<file path="config.mk">
export PLATFORM = sky130hd
export DESIGN_NAME = wps_top
export DESIGN_NICKNAME = d
export VERILOG_FILES = /design/src/rtl/wps_pkg.sv /design/src/rtl/wps_fifo.sv /design/src/rtl/wps_top.sv
export SDC_FILE = /design/constraint.sdc
export NUM_CORES = 1
export LEC_CHECK = 0
export CAP_MARGIN = 20
export CORE_MARGIN = 2
export CORE_UTILIZATION = 35
export DETAILED_ROUTE_END_ITERATION = 8
export DONT_BUFFER_PORTS = 1
export HOLD_SLACK_MARGIN = 0.06
export PLACE_DENSITY_LB_ADDON = 0.12
export SETUP_SLACK_MARGIN = 0.3
export SLEW_MARGIN = 5
export SYNTH_ARGS = -nofsm -noshare
export SYNTH_HDL_FRONTEND = slang
export SYNTH_SLANG_ARGS = --single-unit
export TNS_END_PERCENT = 50
</file>
<file path="constraint.sdc">
create_clock -name clk -period 2.85 [get_ports clk]
set_input_delay 0.285 -clock clk [delete_from_list [all_inputs] [get_ports clk]]
set_output_delay 0.285 -clock clk [all_outputs]
set_load 0.005 [all_outputs]
</file>
<file path="src/rtl/wps_pkg.sv">
// Purpose: Shared constants for the waveform pattern sequencer
// Assumes: 16-bit registers behind a 15-bit serial address
// Notes:   Buffered registers are found through REG_ADDR
package wps_pkg;
  localparam int          AW       = 15;
  localparam int          DW       = 16;
  localparam int          HDR_BITS = 16;
  localparam int          FRM_BITS = 32;
  localparam int          RW_BIT   = 15;
  localparam logic [14:0] A_COMMIT = 15'h001d;
  localparam logic [14:0] A_CMD    = 15'h001e;
  localparam logic [14:0] A_RPT    = 15'h001f;
  localparam logic [14:0] A_TDLY   = 15'h0020;
  localparam logic [14:0] A_DOF    = 15'h0025;
  localparam logic [14:0] A_WAV    = 15'h0027;
  localparam logic [14:0] A_TB     = 15'h0028;
  localparam logic [14:0] A_PER    = 15'h0029;
  localparam logic [14:0] A_CNT    = 15'h002b;
  localparam logic [14:0] A_MKR    = 15'h002c;
  localparam logic [14:0] A_MKF    = 15'h002d;
  localparam logic [14:0] A_TSEL   = 15'h0044;
  localparam logic [14:0] A_SDLY   = 15'h005c;
  localparam logic [14:0] A_MEM    = 15'h6000;
  localparam int          NREG     = 11;
  localparam int          I_RPT    = 0;
  localparam int          I_TDLY   = 1;
  localparam int          I_DOF    = 2;
  localparam int          I_WAV    = 3;
  localparam int          I_TB     = 4;
  localparam int          I_PER    = 5;
  localparam int          I_CNT    = 6;
  localparam int          I_MKR    = 7;
  localparam int          I_MKF    = 8;
  localparam int          I_TSEL   = 9;
  localparam int          I_SDLY   = 10;
  localparam logic [14:0] REG_ADDR [NREG] = '{A_RPT, A_TDLY, A_DOF,
    A_WAV, A_TB, A_PER, A_CNT, A_MKR, A_MKF, A_TSEL, A_SDLY};
  localparam logic [15:0] REG_RST [NREG] = '{16'h0000, 16'h000e,
    16'h0000, 16'h0101, 16'h0111, 16'h8000, 16'h0101, 16'h0003,
    16'h0000, 16'h0000, 16'h0000};
  localparam int          B_UPDATE = 0;
  localparam int          B_RUN    = 0;
  localparam int          B_PLAY   = 1;
  localparam int          B_MEM    = 2;
  localparam int          B_BUFRD  = 3;
  localparam int          B_REPEAT = 0;
  localparam int          B_ONESHOT = 1;
  localparam int          B_CHSUM  = 2;
  localparam logic [15:0] CNT_ONE  = 16'h0001;
  localparam logic [15:0] MK_FIRE  = 16'h0002;
  typedef enum logic [1:0] {S_IDLE, S_TDLY, S_LEAD, S_PLAY} wps_state_t;
  typedef enum logic [1:0] {MK_IDLE, MK_RISE, MK_FALL} wps_mark_t;
endpackage

</file>
<file path="src/rtl/wps_fifo.sv">
// Purpose: Sample FIFO between the sequencer and the DAC side
// Assumes: Depth is a power of two
// Notes:   Full drops in_ready, which stalls the pattern timing
`timescale 1ns/1ps
module wps_fifo #(
  parameter int W = 16,
  parameter int D = 8
) (
  input  wire logic         clk,
  input  wire logic         rst_n,
  input  wire logic [W-1:0] in_data,
  input  wire logic         in_valid,
  output logic              in_ready,
  output logic [W-1:0]      out_data,
  output logic              out_valid,
  input  wire logic         out_ready
);
  localparam int PW = $clog2(D);

  if (D < 2 || (D & (D - 1)) != 0) begin : g_chk
    $error("wps_fifo depth must be a power of two");
  end

  logic [W-1:0] mem_q [D];
  logic [W-1:0] mem_d [D];
  logic [PW-1:0] wp_q, wp_d, rp_q, rp_d;
  logic [PW:0]   cnt_q, cnt_d;
  logic          push, pop;

  assign in_ready  = cnt_q != (PW + 1)'(D);
  assign out_valid = cnt_q != '0;
  assign out_data  = mem_q[rp_q];
  assign push      = in_valid && in_ready;
  assign pop       = out_valid && out_ready;

  always_comb begin
    mem_d = mem_q;
    wp_d  = wp_q;
    rp_d  = rp_q;
    cnt_d = cnt_q;
    if (push) begin
      mem_d[wp_q] = in_data;
      wp_d        = wp_q + PW'(1);
    end
    if (pop) begin
      rp_d = rp_q + PW'(1);
    end
    if (push && !pop) begin
      cnt_d = cnt_q + (PW + 1)'(1);
    end else if (pop && !push) begin
      cnt_d = cnt_q - (PW + 1)'(1);
    end
  end

  always_ff @(posedge clk or negedge rst_n) begin
    if (!rst_n) begin
      for (int i = 0; i < D; i++) begin
        mem_q[i] <= '0;
      end
      wp_q  <= '0;
      rp_q  <= '0;
      cnt_q <= '0;
    end else begin
      mem_q <= mem_d;
      wp_q  <= wp_d;
      rp_q  <= rp_d;
      cnt_q <= cnt_d;
    end
  end
endmodule // wps_fifo

</file>
<file path="src/rtl/wps_top.sv">
// Purpose: Waveform pattern sequencer control behind a serial port
// Assumes: Serial clock well below clk; memory read is combinational
// Notes:   Samples leave as {wave sel, builtin sel, index} words
//
// Overview of operation
// - Update bit copies all pending settings to active; it reads back zero.
// - With readback-select set, reads return active rather than pending values.
// - Waveform memory access over the serial port only while enable set.
// - Status bit 1 shows whether a pattern is playing.
// - Run bit permits playback; clearing it stops the pattern at once.
// - Repeat mode 0 loops forever; 1 plays the programmed count.
// - Pattern starts delay plus one clocks after trigger falls.
// - Builtin select chooses constant, sawtooth, pseudorandom or DDS.
// - Wave select chooses RAM, builtin, gated builtin or modulated.
// - Channel sum bit clear means normal data path.
// - Each sample holds for hold field plus one periods.
// - Period scale sets clocks per cycle-length unit, zero meaning one.
// - Lead-in scale sets clocks per start-delay unit, zero meaning one.
// - Replay count plays the pattern field plus one times.
// - Marker rises the programmed cycles after trigger falls.
// - Marker falls the programmed cycles after the pattern ends.
// - One-shot lead-in applies start delay before the first pattern only.
`timescale 1ns/1ps
module wps_top
  import wps_pkg::*;
#(
  parameter int IDX_W  = 12,
  parameter int FIFO_D = 8
) (
  input  wire logic          clk,
  input  wire logic          rst_n,
  input  wire logic          spi_cs_n,
  input  wire logic          spi_sclk,
  input  wire logic          spi_sdi,
  output logic               spi_sdo,
  output logic               spi_sdo_oe,
  input  wire logic          trigger_n,
  output logic               marker,
  output logic               playing,
  output logic               chan_sum,
  output logic [11:0]        dig_offset,
  output logic [IDX_W-1:0]   mem_addr,
  output logic [DW-1:0]      mem_wdata,
  output logic               mem_we,
  input  wire logic [DW-1:0] mem_rdata,
  output logic [DW-1:0]      smp_data,
  output logic               smp_valid,
  input  wire logic          smp_ready
);
  if (IDX_W < 1 || IDX_W > 12) begin : g_chk
    $error("wps_top IDX_W must be 1 to 12");
  end

  function automatic logic [3:0] reg_index(input logic [AW-1:0] a);
    reg_index = 4'(NREG);
    for (int i = 0; i < NREG; i++) begin
      if (a == REG_ADDR[i]) begin
        reg_index = 4'(i);
      end
    end
  endfunction

  // Pin synchronisers
  logic [2:0]    cs_s, sck_s, trg_s;
  logic [1:0]    sdi_s;
  logic          sel, sck_rise, sck_fall, trig_fall;

  // Serial port state
  logic [5:0]    bc_q, bc_d;
  logic [DW-2:0] sh_q, sh_d;
  logic [DW-1:0] out_q, out_d, wd_q, wd_d, rd_val;
  logic [AW-1:0] addr_q, addr_d;
  logic          sdo_q, sdo_d, oe_q, oe_d, rd_q, rd_d;
  logic          ld_q, ld_d, wr_q, wr_d;

  // Register state
  logic [DW-1:0] pend_q [NREG];
  logic [DW-1:0] pend_d [NREG];
  logic [DW-1:0] act_q  [NREG];
  logic [DW-1:0] act_d  [NREG];
  logic          run_q, run_d, memen_q, memen_d, bufrd_q, bufrd_d;
  logic [3:0]    widx, ridx;

  // Sequencer state
  wps_state_t    st_q, st_d;
  wps_mark_t     mka_q, mka_d;
  logic [15:0]   cnt_q, cnt_d, mkc_q, mkc_d;
  logic [3:0]    pre_q, pre_d, hold_q, hold_d;
  logic [IDX_W-1:0] idx_q, idx_d;
  logic [7:0]    rep_q, rep_d;
  logic          first_q, first_d, mk_q, mk_d;
  logic          start_pat, pat_end, push, fifo_rdy;

  // Active fields
  logic          rpt_mode, oneshot;
  logic [15:0]   tdly, per, sdly, mkr;
  logic [3:0]    hold, psc, lsc, mkf, psc_m1, lsc_m1;
  logic [1:0]    wsel, bsel;
  logic [7:0]    cnt_lim;

  assign rpt_mode = act_q[I_RPT][B_REPEAT];
  assign tdly     = act_q[I_TDLY];
  assign wsel     = act_q[I_WAV][1:0];
  assign bsel     = act_q[I_WAV][5:4];
  assign hold     = act_q[I_TB][11:8];
  assign psc      = act_q[I_TB][7:4];
  assign lsc      = act_q[I_TB][3:0];
  assign per      = act_q[I_PER];
  assign cnt_lim  = act_q[I_CNT][7:0];
  assign mkr      = act_q[I_MKR];
  assign mkf      = act_q[I_MKF][3:0];
  assign oneshot  = act_q[I_TSEL][B_ONESHOT];
  assign sdly     = act_q[I_SDLY];
  assign psc_m1   = (psc == '0) ? '0 : psc - 4'h1;
  assign lsc_m1   = (lsc == '0) ? '0 : lsc - 4'h1;

  always_ff @(posedge clk or negedge rst_n) begin
    if (!rst_n) begin
      cs_s  <= '1;
      trg_s <= '1;
      sck_s <= '0;
      sdi_s <= '0;
    end else begin
      cs_s  <= {cs_s[1:0], spi_cs_n};
      trg_s <= {trg_s[1:0], trigger_n};
      sck_s <= {sck_s[1:0], spi_sclk};
      sdi_s <= {sdi_s[0], spi_sdi};
    end
  end

  assign sel       = !cs_s[1];
  assign sck_rise  = sck_s[1] && !sck_s[2];
  assign sck_fall  = !sck_s[1] && sck_s[2];
  assign trig_fall = trg_s[2] && !trg_s[1];

  // Frame: 16-bit header (read flag, address) then 16 data bits
  always_comb begin
    bc_d   = bc_q;
    sh_d   = sh_q;
    out_d  = out_q;
    sdo_d  = sdo_q;
    oe_d   = oe_q;
    rd_d   = rd_q;
    addr_d = addr_q;
    wd_d   = wd_q;
    ld_d   = 1'b0;
    wr_d   = 1'b0;
    if (!sel) begin
      bc_d = '0;
      oe_d = 1'b0;
      rd_d = 1'b0;
    end else if (sck_rise) begin
      sh_d = {sh_q[DW-3:0], sdi_s[1]};
      bc_d = bc_q + 6'h01;
      if (bc_q == 6'(HDR_BITS - 1)) begin
        rd_d   = sh_q[RW_BIT-1];
        ld_d   = sh_q[RW_BIT-1];
        addr_d = {sh_q[AW-2:0], sdi_s[1]};
      end
      if (bc_q == 6'(FRM_BITS - 1) && !rd_q) begin
        wr_d = 1'b1;
        wd_d = {sh_q, sdi_s[1]};
      end
    end else if (sck_fall && rd_q && bc_q >= 6'(HDR_BITS)) begin
      sdo_d = out_q[DW-1];
      out_d = {out_q[DW-2:0], 1'b0};
      oe_d  = 1'b1;
    end
    if (ld_q) begin
      out_d = rd_val;
    end
  end

  always_ff @(posedge clk or negedge rst_n) begin
    if (!rst_n) begin
      bc_q   <= '0;
      sh_q   <= '0;
      out_q  <= '0;
      sdo_q  <= 1'b0;
      oe_q   <= 1'b0;
      rd_q   <= 1'b0;
      addr_q <= '0;
      wd_q   <= '0;
      ld_q   <= 1'b0;
      wr_q   <= 1'b0;
    end else begin
      bc_q   <= bc_d;
      sh_q   <= sh_d;
      out_q  <= out_d;
      sdo_q  <= sdo_d;
      oe_q   <= oe_d;
      rd_q   <= rd_d;
      addr_q <= addr_d;
      wd_q   <= wd_d;
      ld_q   <= ld_d;
      wr_q   <= wr_d;
    end
  end

  assign widx = reg_index(addr_q);
  assign ridx = widx;

  always_comb begin
    rd_val = '0;
    if (addr_q == A_CMD) begin
      rd_val[B_BUFRD] = bufrd_q;
      rd_val[B_MEM]   = memen_q;
      rd_val[B_PLAY]  = playing;
      rd_val[B_RUN]   = run_q;
    end else if (addr_q >= A_MEM) begin
      if (memen_q) begin
        rd_val = mem_rdata;
      end
    end else if (ridx != 4'(NREG)) begin
      rd_val = bufrd_q ? act_q[ridx] : pend_q[ridx];
    end
  end

  always_comb begin
    pend_d  = pend_q;
    act_d   = act_q;
    run_d   = run_q;
    memen_d = memen_q;
    bufrd_d = bufrd_q;
    if (wr_q) begin
      if (addr_q == A_COMMIT) begin
        if (wd_q[B_UPDATE]) begin
          act_d = pend_q;
        end
      end else if (addr_q == A_CMD) begin
        run_d   = wd_q[B_RUN];
        memen_d = wd_q[B_MEM];
        bufrd_d = wd_q[B_BUFRD];
      end else if (widx != 4'(NREG)) begin
        pend_d[widx] = wd_q;
      end
    end
  end

  always_ff @(posedge clk or negedge rst_n) begin
    if (!rst_n) begin
      for (int i = 0; i < NREG; i++) begin
        pend_q[i] <= REG_RST[i];
        act_q[i]  <= REG_RST[i];
      end
      run_q   <= 1'b0;
      memen_q <= 1'b0;
      bufrd_q <= 1'b0;
    end else begin
      pend_q  <= pend_d;
      act_q   <= act_d;
      run_q   <= run_d;
      memen_q <= memen_d;
      bufrd_q <= bufrd_d;
    end
  end

  // Full FIFO freezes the whole play timing, so no sample is dropped
  always_comb begin
    st_d      = st_q;
    cnt_d     = cnt_q;
    pre_d     = pre_q;
    hold_d    = hold_q;
    idx_d     = idx_q;
    rep_d     = rep_q;
    first_d   = first_q;
    mk_d      = mk_q;
    mka_d     = mka_q;
    mkc_d     = mkc_q;
    start_pat = 1'b0;
    pat_end   = 1'b0;
    if (mka_q != MK_IDLE) begin
      if (mkc_q <= MK_FIRE) begin
        mk_d  = (mka_q == MK_RISE);
        mka_d = MK_IDLE;
      end else begin
        mkc_d = mkc_q - CNT_ONE;
      end
    end
    case (st_q)
      S_IDLE: if (trig_fall) begin
        rep_d   = '0;
        first_d = 1'b1;
        if (mkr <= CNT_ONE) begin
          mk_d = 1'b1;
        end else begin
          mka_d = MK_RISE;
          mkc_d = mkr;
        end
        if (tdly == '0) begin
          start_pat = 1'b1;
        end else begin
          st_d  = S_TDLY;
          cnt_d = tdly - CNT_ONE;
        end
      end
      S_TDLY: if (cnt_q == '0) begin
        start_pat = 1'b1;
      end else begin
        cnt_d = cnt_q - CNT_ONE;
      end
      S_LEAD: if (pre_q == lsc_m1) begin
        pre_d = '0;
        if (cnt_q == '0) begin
          st_d  = S_PLAY;
          cnt_d = per - CNT_ONE;
        end else begin
          cnt_d = cnt_q - CNT_ONE;
        end
      end else begin
        pre_d = pre_q + 4'h1;
      end
      S_PLAY: if (fifo_rdy) begin
        hold_d = (hold_q == hold) ? '0 : hold_q + 4'h1;
        if (hold_q == '0) begin
          idx_d = idx_q + IDX_W'(1);
        end
        if (pre_q == psc_m1) begin
          pre_d = '0;
          if (cnt_q == '0) begin
            pat_end = 1'b1;
          end else begin
            cnt_d = cnt_q - CNT_ONE;
          end
        end else begin
          pre_d = pre_q + 4'h1;
        end
      end
      default: st_d = S_IDLE;
    endcase
    if (pat_end) begin
      rep_d   = rep_q + 8'h01;
      first_d = 1'b0;
      if (rpt_mode && rep_q == cnt_lim) begin
        st_d = S_IDLE;
        if (mkf <= 4'h1) begin
          mk_d  = 1'b0;
          mka_d = MK_IDLE;
        end else begin
          mka_d = MK_FALL;
          mkc_d = 16'(mkf);
        end
      end else begin
        start_pat = 1'b1;
      end
    end
    if (start_pat) begin
      pre_d  = '0;
      hold_d = '0;
      idx_d  = '0;
      if (sdly != '0 && (!oneshot || first_d)) begin
        st_d  = S_LEAD;
        cnt_d = sdly - CNT_ONE;
      end else begin
        st_d  = S_PLAY;
        cnt_d = per - CNT_ONE;
      end
    end
    if (!run_q) begin
      st_d  = S_IDLE;
      mk_d  = 1'b0;
      mka_d = MK_IDLE;
    end
  end

  always_ff @(posedge clk or negedge rst_n) begin
    if (!rst_n) begin
      st_q    <= S_IDLE;
      cnt_q   <= '0;
      pre_q   <= '0;
      hold_q  <= '0;
      idx_q   <= '0;
      rep_q   <= '0;
      first_q <= 1'b0;
      mk_q    <= 1'b0;
      mka_q   <= MK_IDLE;
      mkc_q   <= '0;
    end else begin
      st_q    <= st_d;
      cnt_q   <= cnt_d;
      pre_q   <= pre_d;
      hold_q  <= hold_d;
      idx_q   <= idx_d;
      rep_q   <= rep_d;
      first_q <= first_d;
      mk_q    <= mk_d;
      mka_q   <= mka_d;
      mkc_q   <= mkc_d;
    end
  end

  assign push = (st_q == S_PLAY) && (hold_q == '0) && run_q;

  wps_fifo #(
    .W (DW),
    .D (FIFO_D)
  ) u_fifo (
    .clk       (clk),
    .rst_n     (rst_n),
    .in_data   ({wsel, bsel, 12'(idx_q)}),
    .in_valid  (push),
    .in_ready  (fifo_rdy),
    .out_data  (smp_data),
    .out_valid (smp_valid),
    .out_ready (smp_ready)
  );

  assign playing    = (st_q == S_LEAD) || (st_q == S_PLAY);
  assign marker     = mk_q;
  assign chan_sum   = act_q[I_WAV][B_CHSUM];
  assign dig_offset = act_q[I_DOF][15:4];
  assign spi_sdo    = sdo_q;
  assign spi_sdo_oe = oe_q;
  assign mem_addr   = addr_q[IDX_W-1:0];
  assign mem_wdata  = wd_q;
  assign mem_we     = wr_q && addr_q >= A_MEM && memen_q;
endmodule // wps_top

</file>
==> results.txt, run 1 <==
Top cells by count, synth: 611 x dfrtp_1, 536 x mux2_2, 242 x nand2_1
R2R setup slack: -0.05 ns
R2R Path End: out_q[1]
P_sw: 4220 µW
Global route overflow: 0
Post-Syn Area per Cell: 11.6 µm²
Largest net degree at the start of global routing: 643
Power Total: 19300 µW
Boundary Pins: 86
Number of synthesized flops with an enable pin: 0
DRC Markers: 0
Peak VDD IR: 398 µV
CP Launch Type: flip-flop
Number of I/O port buffers: 0
Most area-consuming cells after synthesis: dfrtp_1 48%, mux2_2 19%, nand2_1 2.8%
Post-Syn Nets: 2795
Chip width: 306 µm
Total track usage: 24.6%
Clock Path Buffers: 3
Clock sink total: 642
Layout cells sized above 1: 43.0%
Fin worst setup slack: -0.0465 ns
WS Path Type: flip-flop to flip-flop
Clock skew: 0.0365 ns
Seq pwr share: 48.2%
DR vias: 24.1k
First-pass GRT wire length: 171 mm
FF-to-FF Start: addr_q[6]
Post-synth cell types: 84
Gp weighted congestion: 0.971
DRT iter0 DRCs: 2192
Final hold vios: 346
Syn Std Cell Area: 31900 µm²
Switching share of power: 21.8%
Yosys top cell area share: 47.9%
CP max stage cell: or4b_4
DRT Pass-1 Iters: 8
Most used cell, CP: o21ai_0
Status: finished with violations
PD cells: 479 nW/µm²
Max cap viols: 0
Min-delay worst type: input port to async pin
# setup viols final: 14
Clk pin slew, worst setup/hold paths: 0.06 ns
Die Y: 306 µm
Core area: 90100 µm²
Clk Latency, worst-skew pair: 0.64 ns
RSZ-0062 raised after global routing: true
Post-DP HPWL: 82.3 mm
Worst path bufs/invs: 2
Fin crit share: 102%
Worst slew margin: -136%
Final Hold Slack: -0.569 ns
Violated checks: hold timing, slew limit, setup timing
Vias in the first global route: 24.8k
Critical Path RT: 3.37 ns
CTS tree: done
Internal: 15100 µW
Worst path top cell family by delay: compound AO/OA/AOI/OAI gates
# diodes: 0
CP Max Fanout: 8
Multi-input gate area: 16000 µm²
Fillcell total: 8311
Rows: 110
Worst-margin pin slew: 3.54 ns
CTS buffer count: 75
CP Capture Type: flip-flop
Ys flop type: dfrtp_1
Per-cell routed wire length: 27.8 µm
Initial antenna violation count: 4
Die area: 93500 µm²
Vias per cell: 5.68
Synth Warn #: 0
Htree depth: 3
Starting density of the core: 35.4%
Drt total wl: 118 mm
Top cell type by total area after synthesis: dfrtp_1
Most common cell in the netlist: dfrtp_1
Register area share after synthesis: 50.5%
Asr flop ratio synth: 100%
Comb power frac: 1.3%
Max frequency: 0.345 GHz
Clock power share: 50.5%
#FFs+latches synth: 642
Critical Path AT: 3.42 ns
R2R depth: 11
Reg area: 16100 µm²
Nets: 3043
Crit path largest cell delay: 0.63 ns
CTS Root Cell: clkbuf_16
CP Cell Sequence: or4b_4 > nor3b_4 > o221a_4 > nor2_4 > buf_12 > a211oi_2 > nor3_1 > buf_4 > o21ai_0 > o21ai_0 > o21a_1
Slew Limit Fails: 572
DRT antenna net count: 0
Leak: 0.0188 µW
Synthesis-to-finish area growth: 26.4%
Gate Count Post-Synth: 2753
Tmin final: 2.90 ns
-- through the flow --
step / instances / cell area, µm² / TNS (ns) / util (%) / worst slack, ns
after global routing: 4237 / 40300 / -2.92 / 44.7 / -0.149
final: 4237 / 40300 / -0.328 / 44.7 / -0.0465
after CTS: 4186 / 39200 / -0.135 / 43.5 / -0.0242
after floorplan: 2753 / 32300 / 0 / - / 0.00678
after detailed placement: 4012 / 35600 / -13.41 / 39.5 / -0.375
after global placement: 4012 / 35600 / -12.18 / 39.5 / -0.468
-- worst max path at each step --
stage                  endpoint      start  depth (start not counted)
floorplan            pend_q[85]  addr_q[6]                         11
global placement      out_q[13]  addr_q[9]                         14
detailed placement    out_q[13]  addr_q[9]                         14
CTS                 pend_q[101]  addr_q[4]                         11
global route           out_q[7]  addr_q[6]                         13
finish                 out_q[1]  addr_q[6]                         11
-- power by group through the flow --
stage	combinational (µW)	clock [µW]	sequential, µW
after floorplan	131	0	9430
after global placement	192	0	9450
after detailed placement	197	0	9460
after CTS	230	9970	9300
after global routing	271	10400	9320
final	250	9750	9310
-- metal layers --
metal	routed length, µm	GRT usage, %
met5	40	0
met4	4990	10.1
met3	6200	3.93
met2	57100	41.1
met1	49500	31.9
-- cell families (layout without fill, tap and decap cells) --
logic type	count (synthesis)	count (layout)	share of synthesized area, %
AND/OR/NAND/NOR	684	685	10.2
flip-flops	642	642	50.5
multiplexers	605	605	22.5
AO/OA/AOI/OAI	445	445	9.53
buffers and inverters	248	555	3.45
XOR/XNOR	110	110	3.02
adder cells (fa/ha/maj)	19	19	0.769
-- state kept, by name, indices dropped and copies added (netlist names), 12 cells and up --
| register | flops |
|---|---|
| mem_wdata | 16 |
| addr_q | 15 |
| u_fifo.mem_q | 128 |
| mkr | 16 |
| dig_offset | 12 |
| cnt_q | 16 |
| sdly | 16 |
| sh_q | 15 |
| out_q | 16 |
| pend_q | 176 |
| act_q | 99 |
| idx_q | 12 |
| tdly | 16 |
| mkc_q | 16 |
| per | 16 |
-- final cells by class --
| class | instances | share of cell area, % |
|---|---|---|
| clock buffer | 107 | 5.36 |
| inverter | 27 | 0.251 |
| tap | 1176 | 3.65 |
| multi-input combinational | 1864 | 39.7 |
| timing repair buffer | 391 | 10.2 |
| clock inverter | 30 | 0.798 |
| sequential | 642 | 40.0 |
-- placed cells by master (no fill, tap or decap), types with 18 or more instances in the layout --
cell and n:
mux2i_1 22, clkinv_2 18, nor2_1 145, mux4_2 32, dfstp_2 31, and3_1 23, dfrtp_1 604, buf_6 37
inv_1 24, xor2_1 58, a211oi_1 19, a21oi_1 78, nor3_1 44, mux2_4 72, xnor2_1 52, buf_12 52
o22ai_1 30, nand2_1 222, clkbuf_16 88, nand3_1 58, buf_4 271, mux2_2 474, o21ai_0 64, nor4_1 18
-- worst register-to-register path: stages, from the launching register on --
cell      delay, ns
dfrtp_1        0.40
or4b_4         0.63
nor3b_4        0.22
o221a_4        0.25
nor2_4         0.08
buf_12         0.15
a211oi_2       0.35
nor3_1         0.11
buf_4          0.15
o21ai_0        0.15
o21ai_0        0.11
o21a_1         0.20
-- repair_timing --
| action | 4_1_cts | 5_1_grt |
|---|---|---|
| endpoints found under the hold margin | 650 | 640 |
| resized for setup | 177 | 123 |
| setup buffers | 24 | 37 |
| cloned | 5 | 13 |
| endpoints found under the setup margin | 464 | 556 |
| pin swaps | 48 | 41 |
| hold buffers | 8 | 1 |
No activity file was read; power rests on OpenSTA's default activity.
==> run 2, diff against run 1 <==
--- a/config.mk
+++ b/config.mk
@@ -6,6 +6,8 @@
 export NUM_CORES = 1
 export LEC_CHECK = 0
 export CAP_MARGIN = 20
+export CELL_PAD_IN_SITES_DETAIL_PLACEMENT = 1
+export CELL_PAD_IN_SITES_GLOBAL_PLACEMENT = 2
 export CORE_MARGIN = 2
 export CORE_UTILIZATION = 35
 export DETAILED_ROUTE_END_ITERATION = 8
@@ -13,7 +15,6 @@
 export HOLD_SLACK_MARGIN = 0.06
 export PLACE_DENSITY_LB_ADDON = 0.12
 export SETUP_SLACK_MARGIN = 0.3
-export SLEW_MARGIN = 5
 export SYNTH_ARGS = -nofsm -noshare
 export SYNTH_HDL_FRONTEND = slang
 export SYNTH_SLANG_ARGS = --single-unit
==> results.txt, run 2 (same netlist as run 1, synthesis figures left out) <==
Max cap viols: 0 (unchanged)
Critical Path AT: 3.61 ns (+0.19 ns)
DR vias: 24.2k (+0.57%)
FF-to-FF Start: addr_q[7]
Starting density of the core: 35.4% (unchanged)
Dpl cells: 4018 (+0.15%)
Boundary Pins: 86 (unchanged)
Worst slew margin: 34.4% (+170 points)
# setup viols final: 81 (+67)
Fin crit share: 108% (+6.4 points)
Status: finished with violations
# hold bufs at CTS: 10 (+2)
CTS buffer count: 79 (+5.3%)
Nets: 3078 (+1.2%)
WS Path Type: flip-flop to flip-flop
Post-DP HPWL: 84.4 mm (+2.6%)
Leak: 0.0193 µW (+2.5%)
Fin worst setup slack: -0.229 ns (-0.182 ns)
RSZ-0062 raised after global routing: true
Clk Latency, worst-skew pair: 0.66 ns (+0.02 ns)
Initial antenna violation count: 4 (unchanged)
Largest net degree at the start of global routing: 643 (unchanged)
Synthesis-to-finish area growth: 29.6%
DRT Pass-1 Iters: 5 (-3)
CTS tree: done
CP Max Fanout: 7 (-1)
First-pass GRT wire length: 178 mm (+4.3%)
Die Y: 306 µm (unchanged)
Chip width: 306 µm (unchanged)
DRT iter0 DRCs: 1505 (-31%)
Number of I/O port buffers: 0 (unchanged)
Fin cells: 4281 (+1.0%)
Vias per cell: 5.66 (-0.46%)
Cell area after placement: 35600 µm² (about the same)
Fillcell total: 9324 (+12%)
Slew Limit Fails: 0 (-100%)
PD cells: 484 nW/µm² (+1.1%)
DRC Markers: 0 (unchanged)
Vias in the first global route: 25.9k (+4.6%)
Top Registers: pend_q (176), u_fifo.mem_q (128), act_q (99)
Global route overflow: 0 (unchanged)
R2R Path End: out_q[9]
Crit path from: addr_q[7]
CTS Root Cell: clkbuf_16
Total track usage: 25.6% (+0.95 points)
Max reg flops: 176 (unchanged)
Most frequent cells in the layout: 605 x dfrtp_1, 427 x mux2_2, 269 x buf_4
Commonest non-fill, non-tap cell in the layout: dfrtp_1
CP Capture Type: flip-flop
Peak VDD IR: 371 µV (-6.8%)
Rows: 110 (unchanged)
Crit path capture: out_q[9]
Clock skew: 0.0212 ns (-0.0153 ns)
Final hold vios: 454 (+31%)
Min-delay worst type: input port to async pin
R2R depth: 11 (unchanged)
Top reg by flops: pend_q
Critical Path RT: 3.38 ns (about the same)
Fin area: 41300 µm² (+2.5%)
Drt total wl: 122 mm (+3.7%)
Die area: 93500 µm² (unchanged)
Per-cell routed wire length: 28.5 µm (+2.6%)
Clock Path Buffers: 3 (unchanged)
DRT antenna net count: 0 (unchanged)
Gp weighted congestion: 0.908 (-6.4%)
CP Launch Type: flip-flop
Clock sink total: 642 (unchanged)
R2R setup slack: -0.23 ns (-0.18 ns)
Layout cells sized above 1: 44.0% (+0.98 points)
Max frequency: 0.325 GHz (-5.9%)
Clk pin slew, worst setup/hold paths: 0.06 ns (about the same)
Htree depth: 3 (unchanged)
Core area: 90100 µm² (unchanged)
Worst-margin pin slew: 0.984 ns (-2.56 ns)
Tmin final: 3.08 ns (+0.182 ns)
Final Hold Slack: -0.647 ns (-0.0783 ns)
Violated checks: hold timing, setup timing
-- run 2: cell count changes in the layout (fill, tap and decap cells not counted), moves of 7 or more --
cell | previous run | this run
clkinv_2 | 18 | 9
o22ai_1 | 30 | 23
nand2_2 | 16 | 6
buf_16 | 7 | 16
mux2_2 | 474 | 427
a221oi_2 | 7 | 14
clkbuf_1 | 17 | 25
buf_6 | 37 | 55
mux2_4 | 72 | 119
a221oi_1 | 15 | 7
buf_8 | 3 | 11
-- run 2: timing repair --
| item | in CTS | in global routing |
|---|---|---|
| pin swaps | 61 | 82 |
| endpoints found under the hold margin | 653 | 454 |
| gates resized for setup | 200 | 224 |
| setup buffers | 37 | 43 |
| setup endpoints to repair | 371 | 529 |
| cloned | 11 | 9 |
-- run 2: worst min path at each step --
| stage | start | endpoint |
|---|---|---|
| 2_1_floorplan | rst_n | act_q[101] |
| 3_3_place_gp | rst_n | u_fifo.mem_q[52] |
| 3_5_place_dp | rst_n | u_fifo.mem_q[52] |
| 4_1_cts | rst_n | u_fifo.mem_q[36] |
| 5_1_grt | rst_n | u_fifo.mem_q[35] |
| 6_report | rst_n | u_fifo.mem_q[51] |
-- run 2: layout make-up --
class	count	area, µm²	share of cell area (%)
multi-input combinational	1863	16400	39.6
sequential	642	16100	39.0
timing repair buffer	423	4630	11.2
clock buffer	120	2300	5.57
tap	1176	1470	3.56
clock inverter	25	318	0.769
inverter	27	101	0.245
antenna	5	12.5	0.0303
-- run 2: critical path: stages, from the launching register on --
cell and delay [ns]:
dfrtp_1 0.38, or4b_4 0.60, buf_6 0.15, nor3_4 0.17, a211o_1 0.21, a21oi_2 0.06, and2_4 0.15, buf_12 0.14
a222oi_1 0.45, a21oi_1 0.13, o221a_2 0.29, a211o_1 0.22
-- run 2: metrics by stage --
stage / util [%] / TNS, ns / setup slack [ns] / total power [µW] / hold WS (ns)
4_1_cts: 44.0 / -4.53 / -0.210 / 20000 / -0.649
2_1_floorplan: - / 0 / 0.00678 / 9560 / -0.0106
3_3_place_gp: 39.5 / -14.90 / -0.482 / 9650 / 0.0333
6_report: 45.8 / -7.98 / -0.229 / 20000 / -0.647
3_5_place_dp: 39.5 / -22.97 / -0.525 / 9660 / 0.0323
5_1_grt: 45.8 / -16.92 / -0.339 / 20600 / -0.674
-- run 2: layer usage --
layer | vias to the layer above | global-route usage [%] | share of wire (%)
met1 | 12842 | 32.7 | 43
met3 | 244 | 3.66 | 3.8
li1 | 10584 | - | -
met5 | - | 0 | 0.021
met2 | 549 | 43.5 | 49
met4 | 4 | 10.5 | 4.5
-- run 2: power breakdown --
group	switching, µW	internal, µW	leakage [µW]	total (µW)
logic	265	160	0.00928	424
clock network	4220	6070	0.00128	10300
registers	95.0	9210	0.00873	9300
total	4580	15400	0.0193	20000
